### src/dpg_pkg.sv
// package: dual pulse generator register map, fields, modes, clock selects
package dpg_pkg;
    // ************************************************************
    // register offsets (word index on the plain port)
    // ************************************************************
    localparam logic [2:0] REG_LOWER_CTRL  = 3'h0;
    localparam logic [2:0] REG_UPPER_CTRL  = 3'h1;
    localparam logic [2:0] REG_PAIR_SEL    = 3'h2;
    localparam logic [2:0] REG_RELOAD_LOW  = 3'h3;
    localparam logic [2:0] REG_RELOAD_UP   = 3'h4;
    localparam logic [2:0] REG_STATUS      = 3'h5;
    // ************************************************************
    // channel control fields
    // ************************************************************
    localparam int BIT_RUN_EN   = 7;
    localparam int BIT_PIN_EN   = 6;
    localparam int BIT_IRQ_EN   = 5;
    localparam int BIT_UF_FLAG  = 4;
    localparam int BIT_MODE_LSB = 2;
    // ************************************************************
    // pair select fields
    // ************************************************************
    localparam int BIT_SWAP        = 0;
    localparam int BIT_LOWER_CS    = 2;
    localparam int BIT_UPPER_CS    = 5;
    // ************************************************************
    // reset values and codes
    // ************************************************************
    localparam logic [7:0] CTRL_RESET     = 8'h00;
    localparam logic [7:0] PAIR_RESET     = 8'h00;
    localparam logic [7:0] RELOAD_RESET   = 8'h00;
    localparam logic [2:0] CS_TIMEBASE    = 3'h7;
    localparam logic [3:0] PRESCALE_WIDTH = 4'h4;
    typedef enum logic [1:0] {
        MODE_INDEP   = 2'h0,
        MODE_CASCADE = 2'h1,
        MODE_BAD     = 2'h2,
        MODE_WIDE    = 2'h3
    } dpg_mode_type;
endpackage

### src/dpg_channel.sv
// one 8-bit down counter channel with alternating reload
`timescale 1ns/100ps
module dpg_channel
    import dpg_pkg::*;
(
    // clocking
    input  wire logic       clk_sys,
    input  wire logic       rst,
    input  wire logic       clkEn,
    // control
    input  wire logic       runEn,
    input  wire logic       tick,
    input  wire logic       forceReload,
    input  wire logic       forcePhaseHigh,
    input  wire logic [7:0] lowReload,
    input  wire logic [7:0] highReload,
    // status
    output logic            atZero,
    output logic            underflow,
    output logic            pulseLevel
);
    logic [7:0] count_r;
    logic       phase_r;
    logic       running_r;
    logic       zeroHit;
    logic       reloadNow;
    logic       nextPhase;
    logic [7:0] reloadVal;

    assign atZero    = (count_r == 8'h00);
    // reload plus one ticks
    // a channel stopped this cycle reports no underflow
    assign zeroHit   = running_r && runEn && tick && atZero;
    assign underflow = zeroHit;
    assign reloadNow = zeroHit || (running_r && forceReload);
    assign nextPhase = forceReload ? forcePhaseHigh : ~phase_r;
    assign reloadVal = nextPhase ? highReload : lowReload;
    assign pulseLevel = phase_r;

    always_ff @(posedge clk_sys) begin
        if (rst) begin
            count_r   <= 8'h00;
            phase_r   <= 1'b0;
            running_r <= 1'b0;
        end else if (clkEn) begin
            if (!runEn) begin
                running_r <= 1'b0;
                phase_r   <= 1'b0;
            end else if (!running_r) begin
                // start on low phase
                running_r <= 1'b1;
                phase_r   <= 1'b0;
                count_r   <= lowReload;
            end else if (reloadNow) begin
                phase_r <= nextPhase;
                count_r <= reloadVal;
            end else if (tick) begin
                count_r <= count_r - 8'h01;
            end
        end
    end
endmodule

### src/dpg_top.sv
// top: dual 8-bit / single 16-bit pulse generator with register port
`timescale 1ns/100ps
module dpg_top
    import dpg_pkg::*;
(
    // clocking
    input  wire logic       clk_sys,
    input  wire logic       rst,
    input  wire logic       clkEn,
    // timebase tap
    input  wire logic       timebaseTap,
    // register port
    input  wire logic [2:0] regAddr,
    input  wire logic [15:0] regWdata,
    input  wire logic       regWr,
    input  wire logic       regRd,
    output logic [15:0]     regRdata,
    // pins and requests
    output logic            pulsePinLower,
    output logic            pulsePinUpper,
    output logic            irqLower,
    output logic            irqUpper
);
    // ************************************************************
    // registers
    // ************************************************************
    logic [7:0]  lowerCtrl_r;
    logic [7:0]  upperCtrl_r;
    logic [7:0]  pairSel_r;
    logic [7:0]  lowReloadLower_r;
    logic [7:0]  highReloadLower_r;
    logic [7:0]  lowReloadUpper_r;
    logic [7:0]  highReloadUpper_r;
    logic        ufLower_r;
    logic        ufUpper_r;
    logic [15:0] regRdata_r;
    logic        pinLower_r;
    logic        pinUpper_r;
    logic        irqLower_r;
    logic        irqUpper_r;
    logic [3:0]  prescale_r;
    logic [3:0]  prescalePrev_r;
    logic        tbSync1_r;
    logic        tbSync2_r;
    logic        tbPrev_r;
    logic        widePhase_r;

    // ************************************************************
    // decode
    // ************************************************************
    logic        wrLowerCtrl;
    logic        wrUpperCtrl;
    logic        wrPair;
    logic        wrRelLower;
    logic        wrRelUpper;
    logic        wrStatus;
    dpg_mode_type mode;
    logic        modeIndep;
    logic        modeWide;
    logic        modeCascade;
    logic        runLower;
    logic        runUpper;

    assign wrLowerCtrl = regWr && (regAddr == REG_LOWER_CTRL);
    assign wrUpperCtrl = regWr && (regAddr == REG_UPPER_CTRL);
    assign wrPair      = regWr && (regAddr == REG_PAIR_SEL);
    assign wrRelLower  = regWr && (regAddr == REG_RELOAD_LOW);
    assign wrRelUpper  = regWr && (regAddr == REG_RELOAD_UP);
    assign wrStatus    = regWr && (regAddr == REG_STATUS);
    assign mode        = dpg_mode_type'(upperCtrl_r[BIT_MODE_LSB +: 2]);
    assign modeIndep   = (mode == MODE_INDEP);
    assign modeWide    = (mode == MODE_WIDE);
    assign modeCascade = (mode == MODE_CASCADE);
    // per channel start in independent mode only; cascade and wide need both
    assign runLower = lowerCtrl_r[BIT_RUN_EN] &&
                      (modeIndep || upperCtrl_r[BIT_RUN_EN]);
    assign runUpper = upperCtrl_r[BIT_RUN_EN] &&
                      (modeIndep || lowerCtrl_r[BIT_RUN_EN]);

    // ************************************************************
    // count clock ticks
    // ************************************************************
    logic [7:0] divTick;
    logic       tbTick;
    logic       lowerTick;
    logic       upperTickSel;
    logic [2:0] lowerCs;
    logic [2:0] upperCs;

    assign lowerCs = pairSel_r[BIT_LOWER_CS +: 3];
    assign upperCs = pairSel_r[BIT_UPPER_CS +: 3];
    assign tbTick  = tbSync2_r && !tbPrev_r;
    assign divTick[0] = 1'b1;
    assign divTick[1] = prescale_r[0] && !prescalePrev_r[0];
    assign divTick[2] = prescale_r[1] && !prescalePrev_r[1];
    assign divTick[3] = prescale_r[2] && !prescalePrev_r[2];
    assign divTick[4] = prescale_r[3] && !prescalePrev_r[3];
    assign divTick[5] = 1'b0;
    assign divTick[6] = 1'b0;
    assign divTick[7] = tbTick;
    // division or timebase tap; other codes never tick
    assign lowerTick    = divTick[lowerCs];
    assign upperTickSel = divTick[upperCs];

    always_ff @(posedge clk_sys) begin
        if (rst) begin
            prescale_r     <= 4'h0;
            prescalePrev_r <= 4'h0;
            tbSync1_r      <= 1'b0;
            tbSync2_r      <= 1'b0;
            tbPrev_r       <= 1'b0;
        end else if (clkEn) begin
            prescale_r     <= prescale_r + 4'h1;
            prescalePrev_r <= prescale_r;
            tbSync1_r      <= timebaseTap;
            tbSync2_r      <= tbSync1_r;
            tbPrev_r       <= tbSync2_r;
        end
    end

    // ************************************************************
    // channels
    // ************************************************************
    logic ufRawLower;
    logic ufRawUpper;
    logic levelLower;
    logic levelUpper;
    logic upperTick;
    logic ufLowerEv;
    logic ufUpperEv;

    // cascade clocks upper from lower underflow
    // wide: upper ticks on lower underflow
    assign upperTick = modeIndep   ? upperTickSel :
                       modeCascade ? ufRawLower :
                       modeWide    ? ufRawLower : 1'b0;

    dpg_channel u_lower (
        .clk_sys        (clk_sys),
        .rst            (rst),
        .clkEn          (clkEn),
        .runEn          (runLower),
        .tick           (lowerTick),
        .forceReload    (1'b0),
        .forcePhaseHigh (1'b0),
        .lowReload      (lowReloadLower_r),
        .highReload     (highReloadLower_r),
        .atZero         (),
        .underflow      (ufRawLower),
        .pulseLevel     (levelLower)
    );

    dpg_channel u_upper (
        .clk_sys        (clk_sys),
        .rst            (rst),
        .clkEn          (clkEn),
        .runEn          (runUpper),
        .tick           (upperTick),
        .forceReload    (1'b0),
        .forcePhaseHigh (1'b0),
        .lowReload      (lowReloadUpper_r),
        .highReload     (highReloadUpper_r),
        .atZero         (),
        .underflow      (ufRawUpper),
        .pulseLevel     (levelUpper)
    );

    // ************************************************************
    // wide mode: 16-bit counter kept here
    // ************************************************************
    logic [15:0] wideCnt_r;
    logic        wideRun_r;
    logic        wideUf;
    logic [15:0] wideLow;
    logic [15:0] wideHigh;

    assign wideLow  = {lowReloadUpper_r, lowReloadLower_r};
    assign wideHigh = {highReloadUpper_r, highReloadLower_r};
    assign wideUf   = wideRun_r && runLower && runUpper && lowerTick &&
                      (wideCnt_r == 16'h0000);

    always_ff @(posedge clk_sys) begin
        if (rst) begin
            wideCnt_r   <= 16'h0000;
            wideRun_r   <= 1'b0;
            widePhase_r <= 1'b0;
        end else if (clkEn) begin
            if (!(modeWide && runLower && runUpper)) begin
                wideRun_r   <= 1'b0;
                widePhase_r <= 1'b0;
            end else if (!wideRun_r) begin
                wideRun_r   <= 1'b1;
                widePhase_r <= 1'b0;
                wideCnt_r   <= wideLow;
            end else if (wideUf) begin
                // reload plus one ticks; both halves
                widePhase_r <= ~widePhase_r;
                wideCnt_r   <= widePhase_r ? wideLow : wideHigh;
            end else if (lowerTick) begin
                wideCnt_r <= wideCnt_r - 16'h0001;
            end
        end
    end

    // independent underflow per channel; wide sets both
    assign ufLowerEv = modeWide ? wideUf : ufRawLower;
    assign ufUpperEv = modeWide ? wideUf : ufRawUpper;

    // ************************************************************
    // control registers
    // ************************************************************
    always_ff @(posedge clk_sys) begin
        if (rst) begin
            lowerCtrl_r       <= CTRL_RESET;
            upperCtrl_r       <= CTRL_RESET;
            pairSel_r         <= PAIR_RESET;
            lowReloadLower_r  <= RELOAD_RESET;
            highReloadLower_r <= RELOAD_RESET;
            lowReloadUpper_r  <= RELOAD_RESET;
            highReloadUpper_r <= RELOAD_RESET;
        end else if (clkEn) begin
            if (wrLowerCtrl) begin
                lowerCtrl_r <= regWdata[7:0];
            end
            if (wrUpperCtrl) begin
                upperCtrl_r <= regWdata[7:0];
            end
            if (wrPair) begin
                pairSel_r <= regWdata[7:0];
            end
            // reload pair written as one word
            if (wrRelLower) begin
                lowReloadLower_r  <= regWdata[7:0];
                highReloadLower_r <= regWdata[15:8];
            end
            if (wrRelUpper) begin
                lowReloadUpper_r  <= regWdata[7:0];
                highReloadUpper_r <= regWdata[15:8];
            end
        end
    end

    // ************************************************************
    // underflow flags
    // ************************************************************
    logic clrLower;
    logic clrUpper;

    // write zero clears, one has no effect
    assign clrLower = (wrLowerCtrl && !regWdata[BIT_UF_FLAG]) ||
                      (wrStatus && !regWdata[0]);
    assign clrUpper = (wrUpperCtrl && !regWdata[BIT_UF_FLAG]) ||
                      (wrStatus && !regWdata[1]);

    always_ff @(posedge clk_sys) begin
        if (rst) begin
            ufLower_r <= 1'b0;
            ufUpper_r <= 1'b0;
        end else if (clkEn) begin
            if (ufLowerEv) begin
                ufLower_r <= 1'b1;
            end else if (clrLower) begin
                ufLower_r <= 1'b0;
            end
            if (ufUpperEv) begin
                ufUpper_r <= 1'b1;
            end else if (clrUpper) begin
                ufUpper_r <= 1'b0;
            end
        end
    end

    // ************************************************************
    // pins and requests
    // ************************************************************
    logic pulseA;
    logic pulseB;
    logic pinLowerNxt;
    logic pinUpperNxt;
    logic irqLowerNxt;
    logic irqUpperNxt;
    logic wideIrq;

    assign pulseA = modeWide ? widePhase_r : (runLower && levelLower);
    assign pulseB = modeWide ? widePhase_r : (runUpper && levelUpper);
    // swap; wide pins identical when either enabled
    assign pinLowerNxt = modeWide ?
        (pulseA && (lowerCtrl_r[BIT_PIN_EN] || upperCtrl_r[BIT_PIN_EN])) :
        (lowerCtrl_r[BIT_PIN_EN] &&
         (pairSel_r[BIT_SWAP] ? pulseB : pulseA));
    assign pinUpperNxt = modeWide ?
        (pulseA && (lowerCtrl_r[BIT_PIN_EN] || upperCtrl_r[BIT_PIN_EN])) :
        (upperCtrl_r[BIT_PIN_EN] &&
         (pairSel_r[BIT_SWAP] ? pulseA : pulseB));
    assign wideIrq = (ufLower_r && lowerCtrl_r[BIT_IRQ_EN]) ||
                     (ufUpper_r && upperCtrl_r[BIT_IRQ_EN]);
    assign irqLowerNxt = modeWide ? (wideIrq && lowerCtrl_r[BIT_IRQ_EN]) :
                         (ufLower_r && lowerCtrl_r[BIT_IRQ_EN]);
    assign irqUpperNxt = modeWide ? (wideIrq && upperCtrl_r[BIT_IRQ_EN]) :
                         (ufUpper_r && upperCtrl_r[BIT_IRQ_EN]);

    always_ff @(posedge clk_sys) begin
        if (rst) begin
            pinLower_r <= 1'b0;
            pinUpper_r <= 1'b0;
            irqLower_r <= 1'b0;
            irqUpper_r <= 1'b0;
        end else if (clkEn) begin
            pinLower_r <= pinLowerNxt;
            pinUpper_r <= pinUpperNxt;
            irqLower_r <= irqLowerNxt;
            irqUpper_r <= irqUpperNxt;
        end
    end

    // ************************************************************
    // read port
    // ************************************************************
    logic [15:0] rdMux;

    always_comb begin
        case (regAddr)
            REG_LOWER_CTRL: rdMux = {8'h00, lowerCtrl_r[7:5], ufLower_r,
                                     lowerCtrl_r[3:0]};
            REG_UPPER_CTRL: rdMux = {8'h00, upperCtrl_r[7:5], ufUpper_r,
                                     upperCtrl_r[3:0]};
            REG_PAIR_SEL:   rdMux = {8'h00, pairSel_r};
            REG_RELOAD_LOW: rdMux = {highReloadLower_r, lowReloadLower_r};
            REG_RELOAD_UP:  rdMux = {highReloadUpper_r, lowReloadUpper_r};
            REG_STATUS:     rdMux = {12'h000, pulseB, pulseA,
                                     ufUpper_r, ufLower_r};
            default:        rdMux = 16'h0000;
        endcase
    end

    always_ff @(posedge clk_sys) begin
        if (rst) begin
            regRdata_r <= 16'h0000;
        end else if (clkEn) begin
            regRdata_r <= regRd ? rdMux : 16'h0000;
        end
    end

    assign regRdata      = regRdata_r;
    assign pulsePinLower = pinLower_r;
    assign pulsePinUpper = pinUpper_r;
    assign irqLower      = irqLower_r;
    assign irqUpper      = irqUpper_r;
endmodule

### config.mk
export PLATFORM = sky130hd
export DESIGN_NAME = dpg_top
export DESIGN_NICKNAME = d
export VERILOG_FILES = /design/src/dpg_pkg.sv /design/src/dpg_channel.sv /design/src/dpg_top.sv
export SDC_FILE = /design/constraint.sdc
export NUM_CORES = 1
export LEC_CHECK = 0
export BUFFER_PORTS_ARGS = -buffer_cell sky130_fd_sc_hd__buf_2
export CORE_MARGIN = 2
export CORE_UTILIZATION = 65
export CTS_BUF_LIST = sky130_fd_sc_hd__clkbuf_4
export DETAILED_ROUTE_END_ITERATION = 8
export PLACE_DENSITY = 0.85
export SETUP_SLACK_MARGIN = 0.2
export SYNTH_ARGS = -nofsm -noshare
export SYNTH_HDL_FRONTEND = slang
export SYNTH_SLANG_ARGS = --single-unit
### constraint.sdc
create_clock -name clk_sys -period 3.5 [get_ports clk_sys]
set_clock_uncertainty 0.1 [all_clocks]
set_input_delay 0.35 -clock clk_sys [delete_from_list [all_inputs] [get_ports clk_sys]]
set_output_delay 0.35 -clock clk_sys [all_outputs]
set_load 0.01 [all_outputs]
==> impl_results.md <==
- ANT cells: 0
- H-tree Lvls: 4
- Initial DRC count: between 600 and 700
- Vias in the first global route: roughly 6,300
- R2r setup slk: roughly 0.70 ns
- Crit start category: flip-flop
- Clk sink count: between 100 and 150
- Layout Utilization: 0.7317
- Reg2reg path depth: 8
- Max cap viols: 0
- Hold Path Stages: 5
- Worst hold-check path type: primary input to flip-flop
- CP Capture Type: flip-flop
- CTS Root Cell: clkbuf_4
- Drt first pass iters: 6
- Max frequency: roughly 360 MHz
- Post-Synthesis Cells: 851
- Hpwl dp: 13.63 mm
- FF-to-FF End: wideCnt_r[12]
- CTS tree: done
- Critical Path RT: between 3 and 4 ns
- Post-route DRC: 0
- Complex-gate fraction of the synthesized area: 0.2039
- Core area: between 0.01 and 0.015 mm²
- Final net count: 913
- Drt wl/cell: about 19 µm
- Post-synthesis cell type count: 72
- Hold path startpoint: rst
- Origin of the critical flop-to-flop path: wideCnt_r[0]
- Post-Syn Area: about 0.0068 mm²
- Synthesis-to-finish area growth: 9.792%
- Final ANT Viol Nets: 0
- Worst-path clk slew: 0.12 ns
- RSZ-0062 raised after global routing: no
- Gpl congestion: approximately 1
- Final hold vios: 0
- Initial Utilization: 0.6664
- Footprint of the multi-input gates: 0.004009 mm²
- Register area share after synthesis: 0.3654
- Largest family of logic cells by synthesized area: simple AND/OR/NAND/NOR gates
- Final setup viols: 0
- Kind of critical path: flip-flop to flip-flop
- Synth async-reset ratio: 0
- Clock buffer count from CTS: 17
- Leak: around 2.7 nW
- First-pass GRT wire length: around 32 mm
- Crit path arrival time: about 3.1 ns
- Clk buf depth: 2
- Die Y: around 110 µm
- Vias per inst: between 6 and 7
- Core Rows: 37
- Number of synthesized flops with an enable pin: 0
- Initial antenna violation count: 0
- Synth Area per Inst: roughly 8 µm²
- IO Count: 45
- Pins over their slew limit: 0
- Syn_nets: between 800 and 900
- Post-Route WL: between 20 and 25 mm
- Die X: around 110 µm
- Register Area: roughly 0.0025 mm²
- PD cells: 352.1 mW/mm²
- IO buf count: 44
- Tmin final: ~2.8 ns
- Simple-gate share of the synthesized area: 0.2450
- Share of layout cells above drive strength 1: 0.1496
- Congestion Overflow GR: 0
- Xor/xnor share of the synthesized area: 0.03197
- Peak supply drop: 0.5265 mV
- Filler cells: between 800 and 900
- Worst slew pin tran: around 1 ns
- Clock insertion delay at the later pin of the skew report: between 0.5 and 0.6 ns
- Setup bufs post-CTS: 0
- Seq cells post-synth: 125
- Die ar.: 0.01137 mm²
- Status: complete, no violations
- Hold EP: u_upper.count_r[1]
- Slew headroom: 0.3458
- Yosys warnings: 0
- CP Max Fanout: 17
- Post-synthesis adder-cell area fraction: 0.01060
- All-Layer GR Usage: 0.3581
- Mux contribution to synthesized area: 0.09280
- Largest net degree at the start of global routing: 96
- Setup TNS: 0 ns
- Predominant post-synthesis flop cell: dfxtp_1
- Via Count: ~6,700
- Period utilization: 0.7998
## stage by stage
step | setup WS [ns] | area [µm²] | hold WS (ns) | std cells | power, mW
after CTS | 0.7258 | 7520 | 0.1972 | 1032 | 2.644
after global routing | 0.4992 | 7520 | 0.2103 | 1032 | 2.730
after floorplan | 1.177 | 6849 | 0.3334 | 851 | 1.599
final | 0.7007 | 7520 | 0.2225 | 1032 | 2.648
after global placement | 0.8604 | 7067 | 0.3393 | 982 | 1.655
after detailed placement | 0.7526 | 7067 | 0.3582 | 982 | 1.660
## layout by cell type (no fill, tap or decap), drive strengths merged, types with 7 or more instances in the layout
master / Yosys / layout
xor2: 18 / 18
clkbuf: 44 / 20
nor2: 74 / 74
o21ai: 48 / 48
dlygate4sd3: 0 / 18
inv: 22 / 22
buf: 16 / 55
nand3: 25 / 25
nand2: 114 / 114
a21oi: 73 / 73
a22o: 8 / 8
nor3: 18 / 18
mux4: 7 / 7
a31oi: 40 / 40
o211ai: 19 / 19
xnor2: 7 / 7
mux2i: 32 / 32
or2: 9 / 9
dfxtp: 125 / 125
nand2b: 30 / 30
and3b: 7 / 7
nor2b: 16 / 16
mux2: 14 / 14
## synthesized netlist by cell type (3+ instances only)
cell / n / share of area
nand3b_1: 3 / 0.0033
or4_1: 4 / 0.0044
nor2b_1: 16 / 0.015
buf_6: 3 / 0.0049
nand2_1: 114 / 0.062
xnor2_1: 7 / 0.0090
nor3_1: 17 / 0.012
nor2_1: 73 / 0.040
mux2_2: 14 / 0.023
inv_1: 22 / 0.012
buf_1: 3 / 0.0016
ha_1: 5 / 0.0091
and2_1: 3 / 0.0027
or2_2: 8 / 0.0073
nor3b_1: 6 / 0.0066
and3b_1: 7 / 0.0090
a31oi_1: 39 / 0.036
nand3_1: 24 / 0.018
clkbuf_1: 44 / 0.024
o21ai_0: 45 / 0.033
nand4_1: 4 / 0.0037
nor4_1: 4 / 0.0037
mux2i_1: 32 / 0.047
o211ai_1: 19 / 0.021
mux4_2: 7 / 0.023
and3_1: 3 / 0.0027
a21oi_1: 72 / 0.053
buf_2: 9 / 0.0066
o31ai_1: 4 / 0.0044
a22o_1: 8 / 0.010
nor4b_1: 5 / 0.0064
dfxtp_1: 125 / 0.37
o22ai_1: 3 / 0.0027
nand2b_1: 30 / 0.027
xor2_1: 18 / 0.023
a211oi_1: 6 / 0.0066
## critical path, stage by stage (launching register included)
cell      delay, ns
dfxtp_1        0.35
inv_1          0.08
ha_1           0.18
or3b_4         0.42
nor4_4         0.32
nand3_2        0.27
or2_1          0.55
o211ai_1       0.29
a31oi_1        0.11
## logic make-up after synthesis
kind of cell / count (synthesis)
compound gates: 225
simple gates: 335
buf+inv: 82
xor+xnor: 25
flops: 125
mux: 53
fa+ha+maj: 6
## report_power, final
| part | leakage (nW) | internal [mW] | switching, mW | total (mW) |
|---|---|---|---|---|
| clock network | 0.142 | 0.439 | 0.559 | 0.998 |
| registers | 1.01 | 1.44 | 0.0221 | 1.46 |
| logic | 1.52 | 0.0722 | 0.118 | 0.190 |
| total | 2.67 | 1.95 | 0.698 | 2.65 |
## timing repair
| action | in CTS | in global routing |
|---|---|---|
| endpoints found under the hold margin | 39 | 0 |
| gates resized for setup | 0 | 0 |
| hold buffers | 18 | 0 |
## registers in the layout (all words and copies together) (netlist names), 4 cells and up
register           cells
highReloadLower_r      8
highReloadUpper_r      8
lowReloadLower_r       8
lowReloadUpper_r       8
lowerCtrl_r            7
pairSel_r              8
prescalePrev_r         4
prescale_r             4
regRdata              16
u_lower.count_r        8
u_upper.count_r        8
upperCtrl_r            7
wideCnt_r             16
## layout make-up
class                   count  share of cell area
multi-input cells         644              0.5331
clock buffers              20             0.01997
well taps                 136             0.02263
flip-flops and latches    125              0.3328
clock inverters            12             0.01631
repair buffers             73             0.06423
inverters                  22             0.01098
## layer usage
metal,wire length [µm],track usage,vias to the layer above,share of wire
met3,1616,0.08997,72,0.081
met4,845,0.1605,0,0.042
met2,9488,0.5792,345,0.47
met1,8102,0.4525,3164,0.40
met5,0,0,-,0
li1,-,-,3100,-
## how the worst max path moves through the flow
| stage | from | to | slack [ns] | cells after the start |
|---|---|---|---|---|
| after floorplan | wideCnt_r[0] | wideCnt_r[13] | 1.18 | 10 |
| after global placement | wideCnt_r[0] | ufUpper_r | 0.86 | 8 |
| after detailed placement | wideCnt_r[0] | wideCnt_r[12] | 0.75 | 8 |
| after CTS | wideCnt_r[0] | wideCnt_r[12] | 0.73 | 8 |
| after global routing | wideCnt_r[0] | wideCnt_r[12] | 0.50 | 8 |
| final | wideCnt_r[0] | wideCnt_r[12] | 0.70 | 8 |
Power figures use the tool's default switching activity.
